===== src/spm_ctrl_pkg.sv =====
// shared constants for the self-programming flash control block
package spm_ctrl_pkg;
   // ==========================================
   // register map
   localparam logic [7:0] ctrl_status_off = 8'h37;
   localparam logic [7:0] fuse_low_off = 8'h40;
   localparam logic [7:0] fuse_high_off = 8'h41;
   localparam logic [7:0] fuse_ext_off = 8'h42;
   localparam logic [7:0] lock_bits_off = 8'h43;
   localparam logic [7:0] ctrl_status_rst = 8'h00;
   localparam logic [7:0] fuse_rst = 8'hff;
   // ==========================================
   // control/status bit positions
   localparam int bit_spm_en = 0;
   localparam int bit_pg_erase = 1;
   localparam int bit_pg_write = 2;
   localparam int bit_fl_sel = 3;
   localparam int bit_rww_re = 4;
   localparam int bit_rsvd = 5;
   localparam int bit_rww_busy = 6;
   localparam int bit_irq_en = 7;
   // ==========================================
   // command patterns in the lower five bits
   localparam logic [4:0] cmd_rww_re = 5'h11;
   localparam logic [4:0] cmd_fl_read = 5'h09;
   localparam logic [4:0] cmd_pg_write = 5'h05;
   localparam logic [4:0] cmd_pg_erase = 5'h03;
   localparam logic [4:0] cmd_buf_fill = 5'h01;
   // ==========================================
   // pointer values for fuse and lock read-back
   localparam logic [15:0] ptr_fuse_low = 16'h0000;
   localparam logic [15:0] ptr_lock = 16'h0001;
   localparam logic [15:0] ptr_fuse_ext = 16'h0002;
   localparam logic [15:0] ptr_fuse_high = 16'h0003;
   // ==========================================
   // timing
   localparam int load_window_cyc = 3;
   localparam int store_window_cyc = 4;
   localparam int clk_mhz = 25;
   localparam int prog_min_us = 3700;
   localparam int prog_max_us = 4500;
   localparam int prog_cyc = (prog_min_us * clk_mhz + 1);
endpackage


===== src/self_program_flash_control.sv =====
// self-programming flash control: arming register, timed store/load, page buffer
// ==========================================
// How it works
// - lock byte read when pointer is 0x0001 and read armed within three cycles
// - read select and enable clear after read, or after four idle cycles
// - pointer 0x0000 with armed read returns fuse low byte
// - pointer 0x0003 with armed read returns fuse high byte
// - pointer 0x0002 with armed read returns extended fuse byte
// - programmed fuse and lock bits read as 0, unprogrammed as 1
// - with read not armed, load does an ordinary program memory byte read
// - reset aborts a write in progress: sequencer, timer and flash strobes clear
// - erase and write last between 3.7 ms and 4.5 ms
// - read-while-write busy bit 6 always reads zero
// - ready interrupt when enabled, global flag set, enable clear, no eeprom write
// - reserved bit 5 reads zero
// - writing read-enable bit while filling clears the temporary buffer
// - armed read selects lock or fuse byte by the whole pointer value, others give 0xff
// - armed page write then store programs page from buffer, cpu halted
// - page write bit clears on completion or four idle cycles
// - armed page erase then store erases page, cpu halted, self-clears
// - enable alone lets store put r1:r0 into buffer at pointer word
// - enable clears after store or four idle cycles, stays set while busy
// - only the listed command patterns start anything
// - eeprom write blocks flash programming and fuse or lock reads
// - buffer empties after page write and after reset
//
// Chosen here: the strobed register port.
`timescale 1ns/100ps
module self_program_flash_control #(
   parameter int page_words = 32,
   parameter int page_addr_bits = 7,
   parameter int prog_cycles = spm_ctrl_pkg::prog_cyc
) (
   // clock and reset
   input wire logic clk_sys_i,
   input wire logic rst_n_i,
   // register port
   input wire logic [7:0] reg_addr_i,
   input wire logic [7:0] reg_wdata_i,
   input wire logic reg_wr_i,
   input wire logic reg_rd_i,
   output logic [7:0] reg_rdata_o,
   // core instruction port
   input wire logic store_instr_i,
   input wire logic load_instr_i,
   input wire logic [15:0] prog_addr_pointer_i,
   input wire logic [15:0] store_data_i,
   input wire logic global_irq_en_i,
   input wire logic eeprom_write_busy_i,
   output logic [7:0] load_data_o,
   output logic load_valid_o,
   output logic cpu_halt_o,
   output logic spm_ready_irq_o,
   // flash array port
   output logic flash_rd_o,
   output logic [15:0] flash_rd_addr_o,
   input wire logic [7:0] flash_rd_data_i,
   output logic flash_erase_o,
   output logic flash_write_o,
   output logic [page_addr_bits-1:0] flash_page_o,
   output logic [15:0] flash_wdata_o,
   output logic [$clog2(page_words)-1:0] flash_widx_o,
   output logic flash_wvalid_o
);
   localparam int widx_bits = $clog2(page_words);
   localparam int word_lsb = 1;
   localparam int page_lsb = word_lsb + widx_bits;

   typedef enum logic [2:0] {
      st_idle = 3'b000,
      st_armed = 3'b001,
      st_erase = 3'b010,
      st_write = 3'b011,
      st_dump = 3'b100
   } seq_t;

   seq_t state_r;
   logic [7:0] ctrl_r;
   logic [2:0] arm_cnt_r;
   logic [31:0] prog_cnt_r;
   logic [widx_bits-1:0] dump_idx_r;
   logic [15:0] page_buf_r [page_words];
   logic [page_words-1:0] buf_valid_r;
   logic [7:0] fuse_low_r;
   logic [7:0] fuse_high_r;
   logic [7:0] fuse_ext_r;
   logic [7:0] lock_r;
   logic load_pend_r;
   logic eeprom_sync1_r;
   logic eeprom_sync2_r;
   logic wr_ctrl;
   logic cmd_ok;
   logic store_go;
   logic fl_armed;
   logic [4:0] cmd_lo;

   // a flag set by software is only taken as a command when the pattern is known
   function automatic logic cmd_known(input logic [4:0] c);
      cmd_known = (c == spm_ctrl_pkg::cmd_rww_re) || (c == spm_ctrl_pkg::cmd_fl_read) ||
                  (c == spm_ctrl_pkg::cmd_pg_write) || (c == spm_ctrl_pkg::cmd_pg_erase) ||
                  (c == spm_ctrl_pkg::cmd_buf_fill);
   endfunction

   // ==========================================
   // eeprom busy synchroniser
   always_ff @(posedge clk_sys_i or negedge rst_n_i) begin
      if (!rst_n_i) begin
         eeprom_sync1_r <= 1'b0;
         eeprom_sync2_r <= 1'b0;
      end else begin
         eeprom_sync1_r <= eeprom_write_busy_i;
         eeprom_sync2_r <= eeprom_sync1_r;
      end
   end

   assign cmd_lo = reg_wdata_i[4:0];
   assign wr_ctrl = reg_wr_i && (reg_addr_i == spm_ctrl_pkg::ctrl_status_off);
   assign cmd_ok = wr_ctrl && cmd_known(cmd_lo) && !eeprom_sync2_r &&
                   (state_r == st_idle);
   assign fl_armed = (state_r == st_armed) && ctrl_r[spm_ctrl_pkg::bit_fl_sel] &&
                     (arm_cnt_r < 3'(spm_ctrl_pkg::load_window_cyc));
   assign store_go = (state_r == st_armed) && store_instr_i &&
                     !ctrl_r[spm_ctrl_pkg::bit_fl_sel];

   // ==========================================
   // sequencer and control/status register
   // the arm window counts from the cycle after the register write
   always_ff @(posedge clk_sys_i or negedge rst_n_i) begin
      if (!rst_n_i) begin
         state_r <= st_idle;
         ctrl_r <= spm_ctrl_pkg::ctrl_status_rst;
         arm_cnt_r <= 3'h0;
         prog_cnt_r <= 32'h0;
         dump_idx_r <= '0;
      end else begin
         if (wr_ctrl) begin
            ctrl_r[spm_ctrl_pkg::bit_irq_en] <= reg_wdata_i[spm_ctrl_pkg::bit_irq_en];
         end
         case (state_r)
            st_idle: begin
               if (cmd_ok) begin
                  ctrl_r[4:0] <= cmd_lo;
                  arm_cnt_r <= 3'h0;
                  state_r <= (cmd_lo == spm_ctrl_pkg::cmd_rww_re) ? st_idle : st_armed;
                  if (cmd_lo == spm_ctrl_pkg::cmd_rww_re) begin
                     ctrl_r[4:0] <= 5'h00;
                  end
               end
            end
            st_armed: begin
               arm_cnt_r <= arm_cnt_r + 3'h1;
               if (fl_armed && load_instr_i) begin
                  ctrl_r[4:0] <= 5'h00;
                  state_r <= st_idle;
               end else if (store_go && ctrl_r[spm_ctrl_pkg::bit_pg_erase]) begin
                  prog_cnt_r <= 32'h0;
                  state_r <= st_erase;
               end else if (store_go && ctrl_r[spm_ctrl_pkg::bit_pg_write]) begin
                  prog_cnt_r <= 32'h0;
                  dump_idx_r <= '0;
                  state_r <= st_dump;
               end else if (store_go) begin
                  ctrl_r[4:0] <= 5'h00;
                  state_r <= st_idle;
               end else if (arm_cnt_r >= 3'(spm_ctrl_pkg::store_window_cyc - 1)) begin
                  ctrl_r[4:0] <= 5'h00;
                  state_r <= st_idle;
               end
            end
            st_dump: begin
               // page buffer streams to the array while the program timer already runs
               prog_cnt_r <= prog_cnt_r + 32'h1;
               dump_idx_r <= dump_idx_r + 1'b1;
               if (dump_idx_r == widx_bits'(page_words - 1)) begin
                  state_r <= st_write;
               end
            end
            st_erase, st_write: begin
               prog_cnt_r <= prog_cnt_r + 32'h1;
               if (prog_cnt_r >= 32'(prog_cycles - 1)) begin
                  ctrl_r[4:0] <= 5'h00;
                  state_r <= st_idle;
               end
            end
            default: state_r <= st_idle;
         endcase
      end
   end

   // ==========================================
   // temporary page buffer
   // the array itself lives outside; reset clears the operation timer and strobes
   // as well as the core-side state such as this buffer
   always_ff @(posedge clk_sys_i or negedge rst_n_i) begin
      if (!rst_n_i) begin
         buf_valid_r <= '0;
      end else if (cmd_ok && (cmd_lo == spm_ctrl_pkg::cmd_rww_re)) begin
         buf_valid_r <= '0;
      end else if (state_r == st_write && prog_cnt_r >= 32'(prog_cycles - 1)) begin
         buf_valid_r <= '0;
      end else if (store_go && ctrl_r[4:0] == spm_ctrl_pkg::cmd_buf_fill) begin
         buf_valid_r[prog_addr_pointer_i[page_lsb-1:word_lsb]] <= 1'b1;
      end
   end

   always_ff @(posedge clk_sys_i) begin
      if (store_go && ctrl_r[4:0] == spm_ctrl_pkg::cmd_buf_fill) begin
         page_buf_r[prog_addr_pointer_i[page_lsb-1:word_lsb]] <= store_data_i;
      end
   end

   // ==========================================
   // fuse and lock storage, active-low: 1 means unprogrammed
   always_ff @(posedge clk_sys_i or negedge rst_n_i) begin
      if (!rst_n_i) begin
         fuse_low_r <= spm_ctrl_pkg::fuse_rst;
         fuse_high_r <= spm_ctrl_pkg::fuse_rst;
         fuse_ext_r <= spm_ctrl_pkg::fuse_rst;
         lock_r <= spm_ctrl_pkg::fuse_rst;
      end else if (reg_wr_i) begin
         if (reg_addr_i == spm_ctrl_pkg::fuse_low_off) fuse_low_r <= reg_wdata_i;
         if (reg_addr_i == spm_ctrl_pkg::fuse_high_off) fuse_high_r <= reg_wdata_i;
         if (reg_addr_i == spm_ctrl_pkg::fuse_ext_off) fuse_ext_r <= reg_wdata_i;
         if (reg_addr_i == spm_ctrl_pkg::lock_bits_off) lock_r <= reg_wdata_i;
      end
   end

   // ==========================================
   // load path: fuse/lock answer or ordinary flash byte read
   always_ff @(posedge clk_sys_i or negedge rst_n_i) begin
      if (!rst_n_i) begin
         load_data_o <= 8'h00;
         load_valid_o <= 1'b0;
         load_pend_r <= 1'b0;
         flash_rd_o <= 1'b0;
         flash_rd_addr_o <= 16'h0000;
      end else begin
         load_valid_o <= 1'b0;
         flash_rd_o <= 1'b0;
         load_pend_r <= 1'b0;
         if (load_instr_i && fl_armed) begin
            load_valid_o <= 1'b1;
            case (prog_addr_pointer_i)
               spm_ctrl_pkg::ptr_lock: load_data_o <= lock_r;
               spm_ctrl_pkg::ptr_fuse_low: load_data_o <= fuse_low_r;
               spm_ctrl_pkg::ptr_fuse_high: load_data_o <= fuse_high_r;
               spm_ctrl_pkg::ptr_fuse_ext: load_data_o <= fuse_ext_r;
               default: load_data_o <= 8'hff;
            endcase
         end else if (load_instr_i) begin
            flash_rd_o <= 1'b1;
            flash_rd_addr_o <= prog_addr_pointer_i;
            load_pend_r <= 1'b1;
         end else if (load_pend_r) begin
            load_valid_o <= 1'b1;
            load_data_o <= flash_rd_data_i;
         end
      end
   end

   // ==========================================
   // flash array strobes and cpu halt
   always_ff @(posedge clk_sys_i or negedge rst_n_i) begin
      if (!rst_n_i) begin
         flash_erase_o <= 1'b0;
         flash_write_o <= 1'b0;
         flash_page_o <= '0;
         flash_wdata_o <= 16'h0000;
         flash_widx_o <= '0;
         flash_wvalid_o <= 1'b0;
         cpu_halt_o <= 1'b0;
      end else begin
         flash_erase_o <= (state_r == st_erase) ||
                          (store_go && ctrl_r[spm_ctrl_pkg::bit_pg_erase]);
         flash_write_o <= (state_r == st_dump) || (state_r == st_write) ||
                          (store_go && ctrl_r[spm_ctrl_pkg::bit_pg_write]);
         cpu_halt_o <= (state_r == st_dump) || (state_r == st_erase) ||
                       (state_r == st_write) || (store_go && ctrl_r[2:1] != 2'b00);
         if (store_go) begin
            flash_page_o <= prog_addr_pointer_i[page_lsb +: page_addr_bits];
         end
         flash_wvalid_o <= (state_r == st_dump) && buf_valid_r[dump_idx_r];
         flash_widx_o <= dump_idx_r;
         flash_wdata_o <= buf_valid_r[dump_idx_r] ? page_buf_r[dump_idx_r] : 16'hffff;
      end
   end

   // ==========================================
   // ready interrupt and register read port
   always_ff @(posedge clk_sys_i or negedge rst_n_i) begin
      if (!rst_n_i) begin
         spm_ready_irq_o <= 1'b0;
         reg_rdata_o <= 8'h00;
      end else begin
         spm_ready_irq_o <= ctrl_r[spm_ctrl_pkg::bit_irq_en] && global_irq_en_i &&
                            !ctrl_r[spm_ctrl_pkg::bit_spm_en] && !eeprom_sync2_r;
         reg_rdata_o <= 8'h00;
         if (reg_rd_i) begin
            case (reg_addr_i)
               spm_ctrl_pkg::ctrl_status_off: reg_rdata_o <= {ctrl_r[7], 1'b0, 1'b0,
                                                               ctrl_r[4:0]};
               spm_ctrl_pkg::fuse_low_off: reg_rdata_o <= fuse_low_r;
               spm_ctrl_pkg::fuse_high_off: reg_rdata_o <= fuse_high_r;
               spm_ctrl_pkg::fuse_ext_off: reg_rdata_o <= fuse_ext_r;
               spm_ctrl_pkg::lock_bits_off: reg_rdata_o <= lock_r;
               default: reg_rdata_o <= 8'h00;
            endcase
         end
      end
   end
endmodule


===== config.mk =====
export PLATFORM = sky130hd
export DESIGN_NAME = self_program_flash_control
export DESIGN_NICKNAME = d
export VERILOG_FILES = /design/src/spm_ctrl_pkg.sv /design/src/self_program_flash_control.sv
export SDC_FILE = /design/constraint.sdc
export NUM_CORES = 1
export LEC_CHECK = 0
export ABC_AREA = 0
export ABC_CLOCK_PERIOD_IN_PS = 2830
export BUFFER_PORTS_ARGS = -buffer_cell sky130_fd_sc_hd__buf_2
export CORE_ASPECT_RATIO = 0.7
export CORE_UTILIZATION = 55
export DETAILED_ROUTE_END_ITERATION = 10
export GPL_TIMING_DRIVEN = 0
export HOLD_SLACK_MARGIN = 0.03
export PLACE_DENSITY = 0.75
export SYNTH_ARGS = -nofsm -noshare
export SYNTH_HDL_FRONTEND = slang
export SYNTH_SLANG_ARGS = --single-unit

===== constraint.sdc =====
create_clock -name clk_sys_i -period 2.83 [get_ports clk_sys_i]
set_input_delay 0.1415 -clock clk_sys_i [delete_from_list [all_inputs] [get_ports clk_sys_i]]
set_output_delay 0.1415 -clock clk_sys_i [all_outputs]
set_load 0.02 [all_outputs]

==> metrics.csv <==
stage,metric,value,unit
run_status,status,completed,
clock_network,TritonCTS buffer count,66,
final_layout,share of cells above drive strength 1,30.92,%
final_layout,Layout Area Growth over Synthesis,19.29,%
detailed_routing,drt pass-1 iters,5,
yosys,main combinational cell family by area after synthesis,multiplexers,
clock_network,Worst-path clk slew,0.07,ns
worst_setup_path,Worst setup SP type,flip-flop,
floorplanning,Die Span X,271.7,um
floorplanning,num ports,131,
detailed_routing,Routed WL,71080,um
run,max-cap violation count,0,
yosys,most common cell in the netlist,edfxtp_1,
yosys,"flops & latches, synth",694,
clock_network,CTS Sinks,694,
sta,Max Slew Vio Count,0,
clock_network,Skew-Pair Late Insertion Delay,0.61,ns
yosys,Synthesized Nets,1724,
yosys,cell area after synthesis,0.02801,mm^2
yosys,"Seq/Total Area, Yosys",71.29,%
sta,setup violators final,0,
detailed_routing,vias,16980,
worst_setup_path,Crit Path Max Fanout,10,
placed_design,Placement Cell Area,0.03019,mm^2
grt,vias in the first global route,16940,
grt,GRT Residual Overflow,0,
pwr,worst vdd ir,0.0005039,V
detailed_routing,DRC violations left,0,
final_layout,register area,0.01997,mm^2
sta,PnR worst setup slack,0.02453,ns
pwr,power per cell area,632.9,mW/mm^2
yosys,post-synth cell types,61,
yosys,Synth top area share,54.89,%
sta,final hold vios,0,
pwr,Pleak,0.01162,uW
placed_design,gpl congestion,0.8970,
floorplanning,initial core utilization,56.28,%
yosys,Synth area leader,edfxtp_1,
final_layout,n_diodes,0,
floorplanning,Site Rows,68,
worst_setup_path,"Data required, critical path",3.27,ns
sta,relative slew slack,20.53,%
grt,total global-route track usage,27.98,%
worst_setup_path,"Arr. time, crit path",3.25,ns
floorplanning,die outline area,0.05185,mm^2
worst_setup_path,critical path type,flip-flop to flip-flop,
clock_network,Root Buffer,clkbuf_16,
yosys,Post-synth top flop,edfxtp_1,
detailed_routing,via/cell ratio,6.391,
grt,met2 Usage GRT,42.00,%
clock_network,CTS tree,done,
final_layout,Multi-input gate area,0.007960,mm^2
floorplanning,Core Area,0.04977,mm^2
sta,clk_skew,0.02315,ns
final_layout,fill count,3175,
placed_design,PortBufs,125,
floorplanning,Die H,190.8,um
sta,Worst Tran Pin Value,1.183,ns
worst_setup_path,critical path endpoint category,flip-flop,
grt,met3 GRT Util,6.736,%
min_path,Worst Hold Class,primary input to flip-flop,
clock_network,H-tree depth,3,
sta,fin crit period,2.805,ns
yosys,mux contribution to synthesized area,14.82,%
detailed_routing,Iter 0 DRT Violations,2141,
yosys,Post-synth EDFFs,512,
sta,period utilization,99.13,%
sta,fmax,356.4,MHz
grt,Most Crowded Layer GR,met2,
clock_network,clock buffer depth,3,
final_layout,Final Cell Area,0.03342,mm^2
yosys,Synth Area in Compound Gates,4.913,%
yosys,simple-gate share of the synthesized area,6.579,%
grt,first-pass GRT wire length,105800,um
grt,initial antenna violation count,0,
detailed_routing,DR WL/cell,26.75,um
detailed_routing,Post-DRT Antenna Nets,0,
yosys,Mean Syn Cell Area,16.94,um^2
final_layout,Nets,2012,
placed_design,"worst slack, placed",-0.9839,ns
grt,pin count of the biggest net entering global routing,127,
placed_design,dpl hpwl,45370,um
yosys,Mapped Cells,1654,
yosys,asr flop ratio synth,26.22,%
yosys,Synth area leaders,"edfxtp_1 55%, dfrtp_1 13%, mux4_2 10%, dfstp_2 3.0%, mux2i_1 2.3%",
yosys,Synth top cells by count,"512 x edfxtp_1, 150 x dfrtp_1, 130 x mux4_2",
yosys,yosys warns,0,
grt,GRT met1 Usage,40.70,%
yosys,Post-Synth Adder-Cell Area,0.2680,%
yosys,Synth Area in XOR/XNOR,0.4690,%
==> worst paths after layout <==
path	end	slack (ns)	startpoint	depth (start not counted)
hold / removal	page_buf_r[19][9]	0.06	store_data_i[9]	1
setup / recovery	flash_wdata_o[7]	0.02	dump_idx_r[3]	6
setup reg to reg	flash_wdata_o[7]	0.02	dump_idx_r[3]	6
max in group asynchronous	dump_idx_r[0]	1.69	rst_n_i	3
min in group asynchronous	flash_rd_addr_o[12]	0.12	rst_n_i	2
hold reg to reg	eeprom_sync2_r	0.35	eeprom_sync1_r	0
==> cells by family after synthesis <==
kind of cell,after synthesis
compound gates,217
xor+xnor,15
fa+ha+maj,6
buf+inv,114
flops,694
mux,246
simple gates,362
==> where the power goes <==
part	switching (uW)	leakage (uW)	internal, uW	total, uW
Sequential	116	0.00681	11100	11200
Clock	3760	0.00110	5250	9020
Combinational	610	0.00372	323	933
==> layout make-up <==
type,count,share of cell area (%)
sequential,694,59.76
multi-input combinational,846,23.82
clock buffer,93,5.807
timing repair buffer,220,5.557
tap,665,2.490
buffer,98,1.595
clock inverter,25,0.7863
inverter,16,0.1797
==> registers in the layout, indices dropped and copies added (netlist names), 3 cells and up <==
signal           cells
page_buf_r         512
buf_valid_r         32
prog_cnt_r          32
flash_rd_addr_o     16
flash_wdata_o       16
fuse_ext_r           8
fuse_high_r          8
fuse_low_r           8
load_data_o          8
lock_r               8
reg_rdata_o          8
flash_page_o         7
ctrl_r               6
dump_idx_r           5
flash_widx_o         5
arm_cnt_r            3
state_r              3
==> metal layers <==
layer / part of all wire [%] / up-vias
li1: - / 7128
met2: 46 / 1016
met4: 3.0 / 0
met5: 0 / -
met1: 41 / 8668
met3: 11 / 169
==> metrics by stage <==
step                      power [uW]  std cells  utilization (%)  hold slack [ns]  setup TNS [ns]
after floorplan                11810       1654                -          -0.1541               0
after global routing           21700       2657            67.14          0.05835        -0.01533
after CTS                      21210       2647            66.75          0.03099          -10.97
final                          21150       2657            67.14          0.05817               0
after detailed placement       12250       2475            60.66           0.1126         -227.00
after global placement         12200       2444            59.21           0.2522         -807.23
==> placed cells by master (no fill, tap or decap), drive strengths merged, types with 7 or more instances in the layout <==
master / instances
a211oi: 15
a21oi: 72
a22oi: 31
a311oi: 10
and2: 7
and3: 16
buf: 216
clkbuf: 158
clkinv: 18
dfrtp: 150
dfstp: 32
dlygate4sd3: 35
edfxtp: 512
inv: 17
mux2: 51
mux2i: 65
mux4: 130
nand2: 75
nand2b: 10
nand3: 20
nand4: 25
nor2: 88
nor2b: 24
nor3: 43
nor4: 13
o21ai: 47
o22ai: 13
or3: 14
or4: 7
xor2: 9
==> worst max-delay path, stage by stage, from the launching register on <==
cell      delay (ns)
dfrtp_1         0.34
clkbuf_1        0.57
nand2b_1        0.42
a211oi_2        0.15
a211oi_4        0.53
clkbuf_4        0.40
o21ai_0         0.20
==> repair_timing <==
action	CTS	global route
endpoints found under the setup margin	503	506
pin swaps	20	9
hold buffers	34	1
endpoints found under the hold margin	159	1
setup buffers	20	9
resized for setup	80	42
cloned	0	0
Power figures use the tool's default switching activity.
